<file path="config.mk">
export PLATFORM = sky130hd
export DESIGN_NAME = smc_sleep_ctrl
export DESIGN_NICKNAME = d
export VERILOG_FILES = /design/src/smc_pkg.sv /design/src/smc_sync.sv /design/src/smc_sleep_ctrl.sv
export SDC_FILE = /design/constraint.sdc
export NUM_CORES = 1
export LEC_CHECK = 0
export ABC_CLOCK_PERIOD_IN_PS = 2100
export BUFFER_PORTS_ARGS = -buffer_cell sky130_fd_sc_hd__buf_2
export CAP_MARGIN = 20
export CORE_AREA = 2 2 101 103
export CTS_CLUSTER_SIZE = 16
export DETAILED_ROUTE_END_ITERATION = 12
export DIE_AREA = 0 0 103 105
export PLACE_DENSITY = 0.78
export SLEW_MARGIN = 40
export SYNTH_ARGS = -nofsm -noshare
export SYNTH_HDL_FRONTEND = slang
export SYNTH_SLANG_ARGS = --single-unit
</file>
<file path="constraint.sdc">
create_clock -name clk -period 2.1 [get_ports clk]
set_input_delay 0.105 -clock clk [delete_from_list [all_inputs] [get_ports clk]]
set_output_delay 0.105 -clock clk [all_outputs]
set_load 0.02 [all_outputs]
</file>
<file path="src/smc_pkg.sv">
// Package for the sleep mode and clock gating controller.
// Assumes an 8-bit core register port and a single 40 MHz system clock.
package smc_pkg;

  // ****************************************************************
  // Register map and field layout
  // ****************************************************************
  localparam logic [7:0] SMC_DATA_OFFSET  = 8'h53;
  localparam logic [7:0] SMC_IO_BIAS      = 8'h20;
  localparam logic [7:0] SMC_IO_OFFSET    = SMC_DATA_OFFSET - SMC_IO_BIAS;
  localparam logic [7:0] SMC_PRR_OFFSET   = 8'h64;
  localparam logic [7:0] SMC_CTRL_RESET   = 8'h00;
  localparam logic [7:0] SMC_PRR_RESET    = 8'h00;
  localparam int         SMC_ARM_BIT      = 0;
  localparam int         SMC_MODE_LSB     = 1;
  localparam int         SMC_MODE_MSB     = 3;
  localparam logic [7:0] SMC_PRR_WMASK    = 8'hef;

  // ****************************************************************
  // Timing counts
  // ****************************************************************
  localparam int         SMC_STANDBY_WAKE = 6;
  localparam int         SMC_IRQ_HOLD     = 4;
  localparam int         SMC_CNT_W        = 16;

  // ****************************************************************
  // Modes and states
  // ****************************************************************
  typedef enum logic [2:0] {
    SMC_MODE_IDLE     = 3'h0,
    SMC_MODE_ADC_NR   = 3'h1,
    SMC_MODE_PDOWN    = 3'h2,
    SMC_MODE_PSAVE    = 3'h3,
    SMC_MODE_RSVD4    = 3'h4,
    SMC_MODE_RSVD5    = 3'h5,
    SMC_MODE_STANDBY  = 3'h6,
    SMC_MODE_EXT_STBY = 3'h7
  } smc_mode_t;

  typedef enum logic [1:0] {
    SMC_ST_RUN   = 2'h0,
    SMC_ST_SLEEP = 2'h1,
    SMC_ST_START = 2'h3,
    SMC_ST_HOLD  = 2'h2
  } smc_state_t;

  // Wake-up event group coming from peripherals and pins.
  typedef struct packed {
    logic ext_reset;
    logic wdt_reset;
    logic wdt_irq;
    logic bod_reset;
    logic twi_match;
    logic ext_level;
    logic pin_change;
    logic t2_ovf;
    logic t2_cmp;
    logic adc_done;
    logic eep_ready;
    logic other_io;
  } smc_wake_t;

  // Clock and analog enables driven to the rest of the chip.
  typedef struct packed {
    logic clk_cpu_en;
    logic clk_flash_en;
    logic clk_io_en;
    logic clk_adc_en;
    logic clk_asy_en;
    logic main_osc_en;
    logic timer_osc_en;
    logic acomp_en;
    logic vref_en;
    logic bod_en;
    logic wdt_en;
    logic adc_en;
    logic in_buf_en;
  } smc_gate_t;

endpackage : smc_pkg

</file>
<file path="src/smc_sync.sv">
// Two flip-flop synchroniser for a bundle of asynchronous levels.
// Assumes the destination clock is the system clock.
`timescale 1ns/1ps
`default_nettype none
module smc_sync #(
  parameter int WIDTH = 1
) (
  input  wire logic             clk,
  input  wire logic             resetn,
  input  wire logic             ce,
  input  wire logic [WIDTH-1:0] d,
  output var  logic [WIDTH-1:0] q
);

  logic [WIDTH-1:0] meta_reg;
  logic [WIDTH-1:0] meta_next;
  logic [WIDTH-1:0] q_next;

  // Next values: the first stage is read only by the second.
  always_comb begin
    meta_next = ce ? d : meta_reg;
    q_next    = ce ? meta_reg : q;
  end

  // Register both stages.
  always_ff @(posedge clk or negedge resetn) begin
    if (!resetn) begin
      meta_reg <= '0;
      q        <= '0;
    end else begin
      meta_reg <= meta_next;
      q        <= q_next;
    end
  end

endmodule : smc_sync
`default_nettype wire

</file>
<file path="src/smc_sleep_ctrl.sv">
// Sleep mode controller: control register, power reduction register,
// sleep sequencing, wake-up gating and clock / analog enables.
// Assumes the core bus and the sleep strobe are on clk; wake-up events
// come from pins or other domains and are synchronised; fuse levels are used unsynchronised.
`timescale 1ns/1ps
`default_nettype none

// What this block does
// Mode 010 enters power-down, oscillator stopped.
// Power-down wakes only on listed sources.
// Power-down halts all generated clocks.
// Vanished level still wakes, no interrupt.
// Power-down exit waits fuse start-up delay.
// Mode 011 power-save keeps timer2 running.
// Timer2 wakes power-save and extended standby only with enables set.
// Timer2 clocking selects which oscillators stop.
// Mode 110 standby, oscillator on, six cycles.
// Mode 111 extended standby, six cycles.
// Reduction bit stops clock, blocks access.
// Clearing reduction bit resumes frozen module.
// Reduction acts in active and idle.
// Enabled ADC stays on; restart is extended.
// Comparator off in deep modes; reference kept.
// Fused brown-out detector always active.
// Enabled watchdog keeps running always.
// Reference on only when a user needs.
// Input buffers off when io, adc stop.
// Debug fuse keeps main clock running.
// Control register at 0x53, io 0x33.
// Mode field bits 3:1, arm bit 0.
// Software arms before the sleep instruction.
// Interrupt wake holds CPU four cycles.
// Mode and arm sampled at sleep.
module smc_sleep_ctrl #(
  parameter int                      PRR_BITS      = 8,
  parameter logic [smc_pkg::SMC_CNT_W-1:0] STARTUP_CYCLES = 16'h4000
) (
  input  wire logic                clk,
  input  wire logic                resetn,
  input  wire logic                ce,
  // Core register port.
  input  wire logic                reg_io_space,
  input  wire logic [7:0]          reg_addr,
  input  wire logic                reg_wr,
  input  wire logic                reg_rd,
  input  wire logic [7:0]          reg_wdata,
  output logic      [7:0]          reg_rdata,
  output logic                     reg_rvalid,
  // Core sleep instruction strobe and core status.
  input  wire logic                sleep_exec,
  input  wire logic                global_irq_en,
  input  wire logic [1:0]          timer2_interrupt_mask,
  // Asynchronous wake sources and fuses / static configuration.
  input  wire smc_pkg::smc_wake_t  wake_in,
  input  wire logic                fuse_ext_crystal,
  input  wire logic                fuse_bod_on,
  input  wire logic                fuse_debug_on,
  input  wire logic                t2_async,
  input  wire logic                t2_enabled,
  input  wire logic                wdt_on,
  input  wire logic                adc_on,
  input  wire logic                acomp_on,
  input  wire logic                acomp_int_ref,
  input  wire logic [PRR_BITS-1:0] periph_access,
  // Outputs to core and peripherals.
  output logic                     cpu_halt,
  output logic                     irq_take,
  output logic                     adc_extended,
  output smc_pkg::smc_gate_t       gate,
  output logic [PRR_BITS-1:0]      periph_clk_en,
  output logic [PRR_BITS-1:0]      periph_blocked
);

  // ****************************************************************
  // Input synchronisation
  // ****************************************************************
  localparam int WIN = $bits(smc_pkg::smc_wake_t);
  smc_pkg::smc_wake_t wake_s;
  logic [WIN-1:0]     wake_bits;

  smc_sync #(.WIDTH(WIN)) u_wake_sync (
    .clk    (clk),
    .resetn (resetn),
    .ce     (ce),
    .d      (wake_in),
    .q      (wake_bits)
  );

  // Typed view of the synchronised wake sources.
  assign wake_s = smc_pkg::smc_wake_t'(wake_bits);

  // ****************************************************************
  // Register file
  // ****************************************************************
  logic [7:0]          ctrl_reg;
  logic [7:0]          ctrl_next;
  logic [PRR_BITS-1:0] prr_reg;
  logic [PRR_BITS-1:0] prr_next;
  logic [7:0]          rdata_reg;
  logic [7:0]          rdata_next;
  logic                rvalid_reg;
  logic                rvalid_next;
  logic                hit_ctrl;
  logic                hit_prr;

  // Decode both address spaces of the control register.
  always_comb begin
    hit_ctrl = reg_io_space ? (reg_addr == smc_pkg::SMC_IO_OFFSET) :
                              (reg_addr == smc_pkg::SMC_DATA_OFFSET);
    hit_prr  = !reg_io_space && (reg_addr == smc_pkg::SMC_PRR_OFFSET);
  end

  // Writes keep only implemented bits; reads answer one cycle later.
  always_comb begin
    ctrl_next   = ctrl_reg;
    prr_next    = prr_reg;
    rdata_next  = rdata_reg;
    rvalid_next = 1'b0;
    if (reg_wr && hit_ctrl) begin
      ctrl_next = reg_wdata & 8'h0f;
    end
    if (reg_wr && hit_prr) begin
      prr_next = PRR_BITS'(reg_wdata & smc_pkg::SMC_PRR_WMASK);
    end
    if (reg_rd) begin
      rvalid_next = 1'b1;
      rdata_next  = hit_ctrl ? ctrl_reg :
                    hit_prr  ? 8'(prr_reg) : 8'h00;
    end
  end

  // Register file state, frozen by the clock enable.
  always_ff @(posedge clk or negedge resetn) begin
    if (!resetn) begin
      ctrl_reg   <= smc_pkg::SMC_CTRL_RESET;
      prr_reg    <= PRR_BITS'(smc_pkg::SMC_PRR_RESET);
      rdata_reg  <= 8'h00;
      rvalid_reg <= 1'b0;
    end else if (ce) begin
      ctrl_reg   <= ctrl_next;
      prr_reg    <= prr_next;
      rdata_reg  <= rdata_next;
      rvalid_reg <= rvalid_next;
    end
  end

  assign reg_rdata  = rdata_reg;
  assign reg_rvalid = rvalid_reg;

  // ****************************************************************
  // Sleep sequencer
  // ****************************************************************
  smc_pkg::smc_state_t     state_reg;
  smc_pkg::smc_state_t     state_next;
  smc_pkg::smc_mode_t      mode_reg;
  smc_pkg::smc_mode_t      mode_next;
  logic [smc_pkg::SMC_CNT_W-1:0] cnt_reg;
  logic [smc_pkg::SMC_CNT_W-1:0] cnt_next;
  logic                    irq_wake_reg;
  logic                    irq_wake_next;
  logic                    irq_take_next;
  logic                    wake_any;
  logic                    wake_irq;
  logic                    deep;
  logic                    stby;
  logic                    mode_ok;
  logic [smc_pkg::SMC_CNT_W-1:0] start_len;

  // Wake source qualification per latched mode.
  always_comb begin
    deep = (mode_reg == smc_pkg::SMC_MODE_PDOWN) || (mode_reg == smc_pkg::SMC_MODE_PSAVE) ||
           (mode_reg == smc_pkg::SMC_MODE_STANDBY) || (mode_reg == smc_pkg::SMC_MODE_EXT_STBY);
    stby = (mode_reg == smc_pkg::SMC_MODE_STANDBY) || (mode_reg == smc_pkg::SMC_MODE_EXT_STBY);
    // Common power-down set of sources.
    wake_irq = wake_s.wdt_irq | wake_s.twi_match | wake_s.ext_level |
               wake_s.pin_change;
    if ((mode_reg == smc_pkg::SMC_MODE_PSAVE) || (mode_reg == smc_pkg::SMC_MODE_EXT_STBY)) begin
      wake_irq = wake_irq | (global_irq_en &
                 ((wake_s.t2_ovf & timer2_interrupt_mask[0]) |
                  (wake_s.t2_cmp & timer2_interrupt_mask[1])));
    end
    if (!deep) begin
      wake_irq = wake_irq | wake_s.t2_ovf | wake_s.t2_cmp | wake_s.adc_done |
                 wake_s.eep_ready | (wake_s.other_io & (mode_reg == smc_pkg::SMC_MODE_IDLE));
    end
    wake_any = wake_irq | wake_s.ext_reset | wake_s.wdt_reset | wake_s.bod_reset;
    // Standby codes need a crystal; reserved codes never sleep.
    mode_ok = !((ctrl_reg[smc_pkg::SMC_MODE_MSB:smc_pkg::SMC_MODE_LSB] == 3'h4) ||
                (ctrl_reg[smc_pkg::SMC_MODE_MSB:smc_pkg::SMC_MODE_LSB] == 3'h5) ||
                ((ctrl_reg[smc_pkg::SMC_MODE_MSB] & ctrl_reg[smc_pkg::SMC_MODE_MSB-1]) &&
                 !fuse_ext_crystal));
    start_len = stby ? smc_pkg::SMC_CNT_W'(smc_pkg::SMC_STANDBY_WAKE) :
                deep ? STARTUP_CYCLES : smc_pkg::SMC_CNT_W'(1);
  end

  // Next state of the sleep sequencer.
  always_comb begin
    state_next    = state_reg;
    mode_next     = mode_reg;
    cnt_next      = cnt_reg;
    irq_wake_next = irq_wake_reg;
    irq_take_next = 1'b0;
    case (state_reg)
      smc_pkg::SMC_ST_RUN: begin
        if (sleep_exec && ctrl_reg[smc_pkg::SMC_ARM_BIT] && mode_ok) begin
          mode_next  = smc_pkg::smc_mode_t'(ctrl_reg[smc_pkg::SMC_MODE_MSB:smc_pkg::SMC_MODE_LSB]);
          state_next = smc_pkg::SMC_ST_SLEEP;
        end
      end
      smc_pkg::SMC_ST_SLEEP: begin
        if (wake_any) begin
          irq_wake_next = wake_irq;
          cnt_next      = start_len;
          state_next    = smc_pkg::SMC_ST_START;
        end
      end
      smc_pkg::SMC_ST_START: begin
        if (cnt_reg > smc_pkg::SMC_CNT_W'(1)) begin
          cnt_next = cnt_reg - smc_pkg::SMC_CNT_W'(1);
        end else if (irq_wake_reg) begin
          // The level must still be present when start-up ends.
          irq_wake_next = wake_irq;
          cnt_next      = smc_pkg::SMC_CNT_W'(smc_pkg::SMC_IRQ_HOLD);
          state_next    = smc_pkg::SMC_ST_HOLD;
        end else begin
          state_next = smc_pkg::SMC_ST_RUN;
        end
      end
      smc_pkg::SMC_ST_HOLD: begin
        if (cnt_reg > smc_pkg::SMC_CNT_W'(1)) begin
          cnt_next = cnt_reg - smc_pkg::SMC_CNT_W'(1);
        end else begin
          irq_take_next = irq_wake_reg;
          irq_wake_next = 1'b0;
          state_next    = smc_pkg::SMC_ST_RUN;
        end
      end
      default: begin
        state_next = smc_pkg::SMC_ST_RUN;
      end
    endcase
  end

  // Sequencer registers.
  always_ff @(posedge clk or negedge resetn) begin
    if (!resetn) begin
      state_reg    <= smc_pkg::SMC_ST_RUN;
      mode_reg     <= smc_pkg::SMC_MODE_IDLE;
      cnt_reg      <= '0;
      irq_wake_reg <= 1'b0;
      irq_take     <= 1'b0;
    end else if (ce) begin
      state_reg    <= state_next;
      mode_reg     <= mode_next;
      cnt_reg      <= cnt_next;
      irq_wake_reg <= irq_wake_next;
      irq_take     <= irq_take_next;
    end
  end

  // ****************************************************************
  // Clock, oscillator and analog enables
  // ****************************************************************
  smc_pkg::smc_gate_t  gate_next;
  logic [PRR_BITS-1:0] pclk_next;
  logic [PRR_BITS-1:0] blocked_next;
  logic                halt_next;
  logic                adc_ext_next;
  logic                adc_was_on_reg;
  logic                asleep;
  logic                keep_t2;

  // Enables follow the latched mode while asleep or starting up.
  always_comb begin
    asleep    = (state_reg == smc_pkg::SMC_ST_SLEEP) || (state_reg == smc_pkg::SMC_ST_START);
    keep_t2   = t2_enabled && ((mode_reg == smc_pkg::SMC_MODE_PSAVE) ||
                               (mode_reg == smc_pkg::SMC_MODE_EXT_STBY));
    halt_next = asleep || (state_reg == smc_pkg::SMC_ST_HOLD);
    gate_next.clk_cpu_en   = !asleep;
    gate_next.clk_flash_en = !asleep;
    gate_next.clk_io_en    = !asleep || (mode_reg == smc_pkg::SMC_MODE_IDLE);
    gate_next.clk_adc_en   = !asleep || !deep;
    gate_next.clk_asy_en   = !asleep || !deep || (keep_t2 && t2_async);
    gate_next.main_osc_en  = !asleep || !deep || stby || fuse_debug_on ||
                             (keep_t2 && !t2_async);
    gate_next.timer_osc_en = t2_async && (!asleep || !deep || keep_t2);
    gate_next.acomp_en     = acomp_on && (!asleep || !deep);
    gate_next.bod_en       = fuse_bod_on;
    gate_next.wdt_en       = wdt_on;
    gate_next.adc_en       = adc_on;
    gate_next.vref_en      = fuse_bod_on || adc_on ||
                             (acomp_on && (acomp_int_ref || !asleep || !deep));
    // Wake pins keep their buffers through the peripherals themselves.
    gate_next.in_buf_en    = gate_next.clk_io_en || gate_next.clk_adc_en;
    adc_ext_next = adc_extended;
    if (adc_on && !adc_was_on_reg) begin
      adc_ext_next = 1'b1;
    end else if (wake_s.adc_done) begin
      adc_ext_next = 1'b0;
    end
    // Reduction gates only while the io clock would run.
    pclk_next    = gate_next.clk_io_en ? ~prr_reg : '0;
    blocked_next = prr_reg & periph_access;
  end

  // Output registers.
  always_ff @(posedge clk or negedge resetn) begin
    if (!resetn) begin
      gate           <= '0;
      periph_clk_en  <= '0;
      periph_blocked <= '0;
      cpu_halt       <= 1'b0;
      adc_extended   <= 1'b0;
      adc_was_on_reg <= 1'b0;
    end else if (ce) begin
      gate           <= gate_next;
      periph_clk_en  <= pclk_next;
      periph_blocked <= blocked_next;
      cpu_halt       <= halt_next;
      adc_extended   <= adc_ext_next;
      adc_was_on_reg <= adc_on;
    end
  end

endmodule : smc_sleep_ctrl
`default_nettype wire

</file>
==> impl_metrics.json, run 1 <==
{
  "status": "finished with violations",
  "violations": "setup timing",
  "vias": 3698,
  "grt_usage_pct": 21.1,
  "ys_warn_count": 0,
  "drt_iter0_markers": 234,
  "path_clk_slew_ps": 110,
  "numCtsBuffers": 9,
  "die-area_um2": 10800,
  "synth_cell_types": 62,
  "port_buffers": 91,
  "p_leak_nw": 2.71,
  "core_um2": 9640,
  "tritoncts": "yes",
  "clock_sinks": 94,
  "synth_top_cell_by_area": "dfrtp_1",
  "final_nets": 606,
  "ctsRootBufferMaster": "clkbuf_8",
  "ys_seq_area_share_pct": 54.6,
  "period_minus_slack_ps": 2280,
  "syn_area_per_cell_um2": 11.1,
  "drc_errors": 0,
  "via_per_inst": 5.38,
  "finalWeightedCongestion": 0.898,
  "syn_area_um2": 4310,
  "arrival_ps": 2550,
  "dpl.hpwl_um": 7670,
  "grt_max_degree": 70,
  "fp.dieW_um": 103,
  "antenna_cells": 0,
  "ys_ff_latch": 94,
  "synthFlopType": "dfrtp_1",
  "grt_pass1_vias": 3821,
  "finalClockSkew_ps": 13.2,
  "initial_core_util_pct": 44.7,
  "fin_crit_sh_pct": 109,
  "critPathMaxFanout": 3,
  "wl_um": 11000,
  "fmax_ghz": 0.438,
  "finalHoldViolations": 0,
  "design_area_um2": 5860,
  "worst_slew_margin_rel_pct": 54.4,
  "cts_htree_levels": 3,
  "finalMaxSlewViolations": 0,
  "synth_top_area_share_pct": 54.6,
  "fin_ws_ps": -185,
  "io_pins": 96,
  "routedWlPerCell_um": 16.0,
  "total_power_w": 0.00593,
  "drtAntennaViolNets": 0,
  "final-setup-viol-count": 16,
  "synth_cells": 387,
  "grt-ovfl-total": 0,
  "cts_buffer_depth": 2,
  "worstSetupEndpointType": "flip-flop",
  "pre_cts_ws_ps": -172,
  "worst_pin_slew_ps": 684,
  "grt_pass1_wl_um": 18100,
  "antenna_found_initial": 0,
  "worst_hold_slack_ps": 30.7,
  "startpoint_type": "flip-flop",
  "drive_above_1_share_pct": 40.3,
  "clock_latency_ps": 370,
  "syn_to_final_growth_pct": 36.0,
  "synthArstFlopShare_pct": 100,
  "largest_reg_flops": 16,
  "reg2reg_slack_ps": -180,
  "placed_area_um2": 5210,
  "rows": 36,
  "ir_worst_vdd_uv": 639,
  "hold_class": "in -> reg",
  "synth_edf_count": 0,
  "drtPass1Iterations": 4,
  "cp_data_required_time_ps": 2360,
  "maxCapViolCount": 0,
  "p_per_area_nw_per_um2": 1010,
  "ys_top_cells_by_area": "dfrtp_1 (55%), mux2_2 (10%), o21ai_0 (3.5%)",
  "criticalPathCategory": "reg -> reg",
  "die_h_um": 105,
  "rsz0062_at_grt": "yes"
}
[per-layer routing]
layer | part of all wire (%) | global-route usage (%) | up-vias
met5 | 0 | 0 | -
met4 | 1.1 | 5.26 | 0
met3 | 6.6 | 5.28 | 13
met2 | 50 | 35.8 | 147
met1 | 43 | 26.8 | 1798
li1 | - | - | 1740
[worst paths after layout]
| kind | start | endpoint | cells after the start |
|---|---|---|---|
| worst max-delay path | cnt_reg[13]$_DFFE_PN0P_ | cnt_reg[1]$_DFFE_PN0P_ | 6 |
| worst min-delay path | t2_async | gate[6]$_DFFE_PN0P_ | 3 |
| worst max register to register | cnt_reg[13]$_DFFE_PN0P_ | cnt_reg[1]$_DFFE_PN0P_ | 6 |
| worst min register to register | reg_rdata[0]$_DFFE_PN0P_ | reg_rdata[0]$_DFFE_PN0P_ | 2 |
| max in group asynchronous | resetn | u_wake_sync.meta_reg[9]$_DFFE_PN0P_ | 3 |
| min in group asynchronous | resetn | cnt_reg[2]$_DFFE_PN0P_ | 2 |
[Yosys cell counts (2+ instances only)]
| cell | number |
|---|---|
| mux2_2 | 40 |
| o2bb2ai_1 | 7 |
| nor3_1 | 6 |
| buf_4 | 6 |
| o211a_1 | 3 |
| nand2_1 | 26 |
| o21ai_0 | 30 |
| a21oi_1 | 10 |
| a211o_1 | 2 |
| or4_4 | 2 |
| nor3b_1 | 2 |
| nand3_1 | 14 |
| nand3b_1 | 2 |
| or4_1 | 2 |
| o22ai_1 | 2 |
| a31oi_1 | 11 |
| a22o_1 | 5 |
| a22oi_1 | 5 |
| nor4_1 | 7 |
| o211ai_1 | 5 |
| clkbuf_1 | 12 |
| inv_1 | 23 |
| nor2_1 | 20 |
| ha_1 | 2 |
| a2111oi_0 | 2 |
| a21o_1 | 3 |
| a211oi_1 | 2 |
| or2_2 | 3 |
| and3_1 | 3 |
| o21a_1 | 2 |
| dfrtp_1 | 94 |
| or3_1 | 2 |
| nand4_1 | 2 |
| o21ai_1 | 2 |
[area by class of cell]
cell class,instances,area (µm²)
inverter,23,86.3
multi-input combinational,249,1860
fill,781,3770
clock inverter,7,88.8
tap,133,166
clock buffer,9,124
sequential,94,2350
timing repair buffer,172,1180
[timing repair]
| item | 4_1_cts | 5_1_grt |
|---|---|---|
| endpoints found under the hold margin | 83 | 0 |
| pin swaps | 5 | 6 |
| setup buffers | 2 | 1 |
| resized for setup | 9 | 13 |
| hold buffers | 31 | 0 |
| endpoints found under the setup margin | 18 | 19 |
[cell usage in the layout (no fill, tap or decap), drive strengths merged, types with 3 or more instances in the layout]
cell / n
a21o: 4
a21oi: 11
a22o: 5
a22oi: 5
a31oi: 11
and3: 3
buf: 141
clkbuf: 9
dfrtp: 94
dlygate4sd3: 31
inv: 27
mux2: 40
nand2: 26
nand3: 14
nor2: 20
nor3: 6
nor4: 9
o211a: 3
o211ai: 6
o21ai: 32
o2bb2ai: 7
or2: 3
or4: 4
[through the flow]
stage | cells | utilization, % | TNS (ps)
5_1_grt | 687 | 60.8 | -3160
4_1_cts | 686 | 60.0 | -1420
3_3_place_gp | 637 | 54.0 | -1500
2_1_floorplan | 388 | - | -860
6_report | 687 | 60.8 | -1800
3_5_place_dp | 637 | 54.0 | -1880
[worst max-delay path, cell delays in order, from the launching register on]
cell,delay [ps]
dfrtp_1,400
or4_4,550
or4_4,520
o31ai_4,210
buf_4,170
o22ai_1,70
mux2_2,260
[kinds of logic after synthesis]
family          count (synthesis)  synth area share (%)
flops                          94                  54.6
fa+ha+maj                       2                 0.580
simple gates                  101                  12.7
compound gates                103                  16.5
mux                            41                  10.7
buf+inv                        45                  4.87
other cells                     1                0.0870
[power by group]
group          switching (W)  internal, W  leakage, nW
registers           0.000193      0.00205         1.17
logic                0.00130      0.00111         1.43
clock network       0.000702     0.000582        0.106
total                0.00220      0.00374         2.71
(Power assumes the default switching activity.)
==> inputs of run 2 (changes only) <==
--- a/config.mk
+++ b/config.mk
@@ -8,11 +8,11 @@
 export ABC_CLOCK_PERIOD_IN_PS = 2100
 export BUFFER_PORTS_ARGS = -buffer_cell sky130_fd_sc_hd__buf_2
 export CAP_MARGIN = 20
-export CORE_AREA = 2 2 101 103
+export CORE_AREA = 2 2 93 113
 export CTS_CLUSTER_SIZE = 16
 export DETAILED_ROUTE_END_ITERATION = 12
-export DIE_AREA = 0 0 103 105
-export PLACE_DENSITY = 0.78
+export DIE_AREA = 0 0 95 115
+export PLACE_DENSITY = 0.79
 export SLEW_MARGIN = 40
 export SYNTH_ARGS = -nofsm -noshare
 export SYNTH_HDL_FRONTEND = slang
==> run 2 against run 1 <==
Against the previous run: the run still ends with setup timing left; fmax down 0.16%; via count down 2.9%; final cell count down 4.7%; clock-buffer cell count up 2; utilization down 3.1 points; clock skew down 6.1 ps; first-iteration DRC count down 11%; non-clock buffer count down 23; worst hold slack worse by 24 ps; flip-flop and latch count unchanged; largest power group is now registers.
==> impl_metrics.json, run 2 (synthesis gave the netlist of run 1 again) <==
{
  "final-setup-viol-count": 15,
  "critPathMaxFanout": 6,
  "p_per_area_nw_per_um2": 1060,
  "io_pins": 96,
  "n_fill_cell": 789,
  "rsz0062_at_grt": "yes",
  "largest_reg_flops": 16,
  "period_minus_slack_ps": 2290,
  "cp_data_required_time_ps": 2330,
  "ctsRootBufferMaster": "clkbuf_16",
  "criticalPathCategory": "reg -> reg",
  "hold_class": "in -> reg",
  "drc_errors": 0,
  "status": "finished with violations",
  "total_power_w": 0.00601,
  "tritoncts": "yes",
  "violations": "setup timing",
  "drtAntennaViolNets": 0,
  "ir_worst_vdd_uv": 726,
  "die_h_um": 115,
  "fmax_ghz": 0.437,
  "worstHoldStart": "wake_in[9]",
  "clock_sinks": 94,
  "finalWeightedCongestion": 0.878,
  "grt-ovfl-total": 0,
  "crit_start": "cnt_reg[13]$_DFFE_PN0P_",
  "pre_cts_ws_ps": -171,
  "cts_buffer_depth": 2,
  "numCtsBuffers": 9,
  "path_clk_slew_ps": 60,
  "core_um2": 9860,
  "routedWlPerCell_um": 16.7,
  "drt_iter0_markers": 208,
  "initial_core_util_pct": 43.7,
  "port_buffers": 91,
  "cts_htree_levels": 3,
  "worstHoldPathCells": 2,
  "antenna_cells": 0,
  "grt_usage_pct": 20.8,
  "vias": 3589,
  "reg2reg_from": "cnt_reg[13]$_DFFE_PN0P_",
  "layout_commonest_cell": "dfrtp_1",
  "rows": 40,
  "layout_common_cells": "dfrtp_1 (94), buf_2 (90), mux2_2 (40), buf_4 (40), o21ai_0 (27)",
  "worst_pin_slew_ps": 586,
  "dpl.hpwl_um": 7760,
  "fp.dieW_um": 95,
  "finalClockSkew_ps": 7.14,
  "p_leak_nw": 2.63,
  "finalMaxSlewViolations": 0,
  "multi_input_area_um2": 1870,
  "grt_pass1_vias": 3603,
  "drive_above_1_share_pct": 41.0,
  "met1_usage_pct": 24.1,
  "drtPass1Iterations": 4,
  "wl_um": 11000,
  "worstSetupEndpointType": "flip-flop",
  "startpoint_type": "flip-flop",
  "worst_slew_margin_rel_pct": 60.9,
  "antenna_found_initial": 0,
  "via_per_inst": 5.48,
  "maxCapViolCount": 0,
  "rr_worst_depth": 6,
  "fin_ws_ps": -189,
  "regArea_um2": 2350,
  "grt_pass1_wl_um": 17500,
  "top_usage_layer": "met2",
  "final_nets": 583,
  "die-area_um2": 10900,
  "arrival_ps": 2520,
  "clock_latency_ps": 340,
  "syn_to_final_growth_pct": 32.1,
  "use_met3_pct": 4.46,
  "grt_use_met2_pct": 37.4,
  "fin_crit_sh_pct": 109,
  "finalHoldViolations": 0,
  "grt_max_degree": 70
}
run 2: cell count changes in the layout (fill, tap and decap cells not counted), moves of 2 or more:
cell / delta
buf_4: -5
clkbuf_16: +9
clkbuf_8: -8
dlygate4sd3_1: -17
inv_8: -3
nor2_2: -2
o21ai_0: -2
o21ai_2: +2
run 2: power breakdown:
| group | internal, W | total, W | switching (W) | leakage (nW) |
|---|---|---|---|---|
| combinational | 0.00103 | 0.00227 | 0.00124 | 1.33 |
| clock | 0.000823 | 0.00147 | 0.000648 | 0.128 |
| sequential | 0.00205 | 0.00227 | 0.000220 | 1.17 |
| total | 0.00390 | 0.00601 | 0.00211 | 2.63 |
run 2: worst paths after layout:
| path | slack, ps | end |
|---|---|---|
| min in group asynchronous | 320 | cnt_reg[6]$_DFFE_PN0P_ |
| hold reg to reg | 480 | reg_rdata[0]$_DFFE_PN0P_ |
| max in group asynchronous | 1110 | u_wake_sync.q[0]$_DFFE_PN0P_ |
| setup reg to reg | -190 | cnt_reg[9]$_DFFE_PN0P_ |
| setup / recovery | -190 | cnt_reg[9]$_DFFE_PN0P_ |
| hold / removal | 6 | u_wake_sync.meta_reg[9]$_DFFE_PN0P_ |
run 2: what timing repair did:
| item | CTS | global route |
|---|---|---|
| gates resized for setup | 11 | 14 |
| hold buffers | 14 | 0 |
| pin swaps | 4 | 6 |
| endpoints found under the setup margin | 17 | 19 |
| setup buffers | 1 | 1 |
| hold endpoints to repair | 57 | 0 |
run 2: through the flow:
step | std cells | setup TNS (ps) | utilization (%) | hold WS, ps | area, µm²
6_report | 655 | -1480 | 57.8 | 6.24 | 5690
5_1_grt | 655 | -2800 | 57.8 | 1.37 | 5690
4_1_cts | 654 | -1540 | 57.0 | 0.439 | 5620
3_5_place_dp | 625 | -1570 | 52.4 | 153 | 5160
3_3_place_gp | 625 | -1040 | 52.4 | 144 | 5160
2_1_floorplan | 388 | -860 | - | -191 | 4330
run 2: cell type report:
cell class	instances	share of cell area, %
clock inverters	3	0.374
well taps	126	2.77
flip-flops and latches	94	41.3
repair buffers	149	16.9
inverters	23	1.52
multi-input cells	249	32.8
clock buffers	11	4.26
run 2: critical path: stages (launching register included):
cell      delay (ps)
dfrtp_1          370
or4_4            540
or4_4            520
o31ai_4          220
buf_6            160
o211ai_1         100
a22o_1           260
run 2: layer usage:
metal  vias to the layer above  wire (µm)
met5                         -          0
met3                        22        667
met4                         0        275
li1                       1690          -
met1                      1740       4300
met2                       137       5720
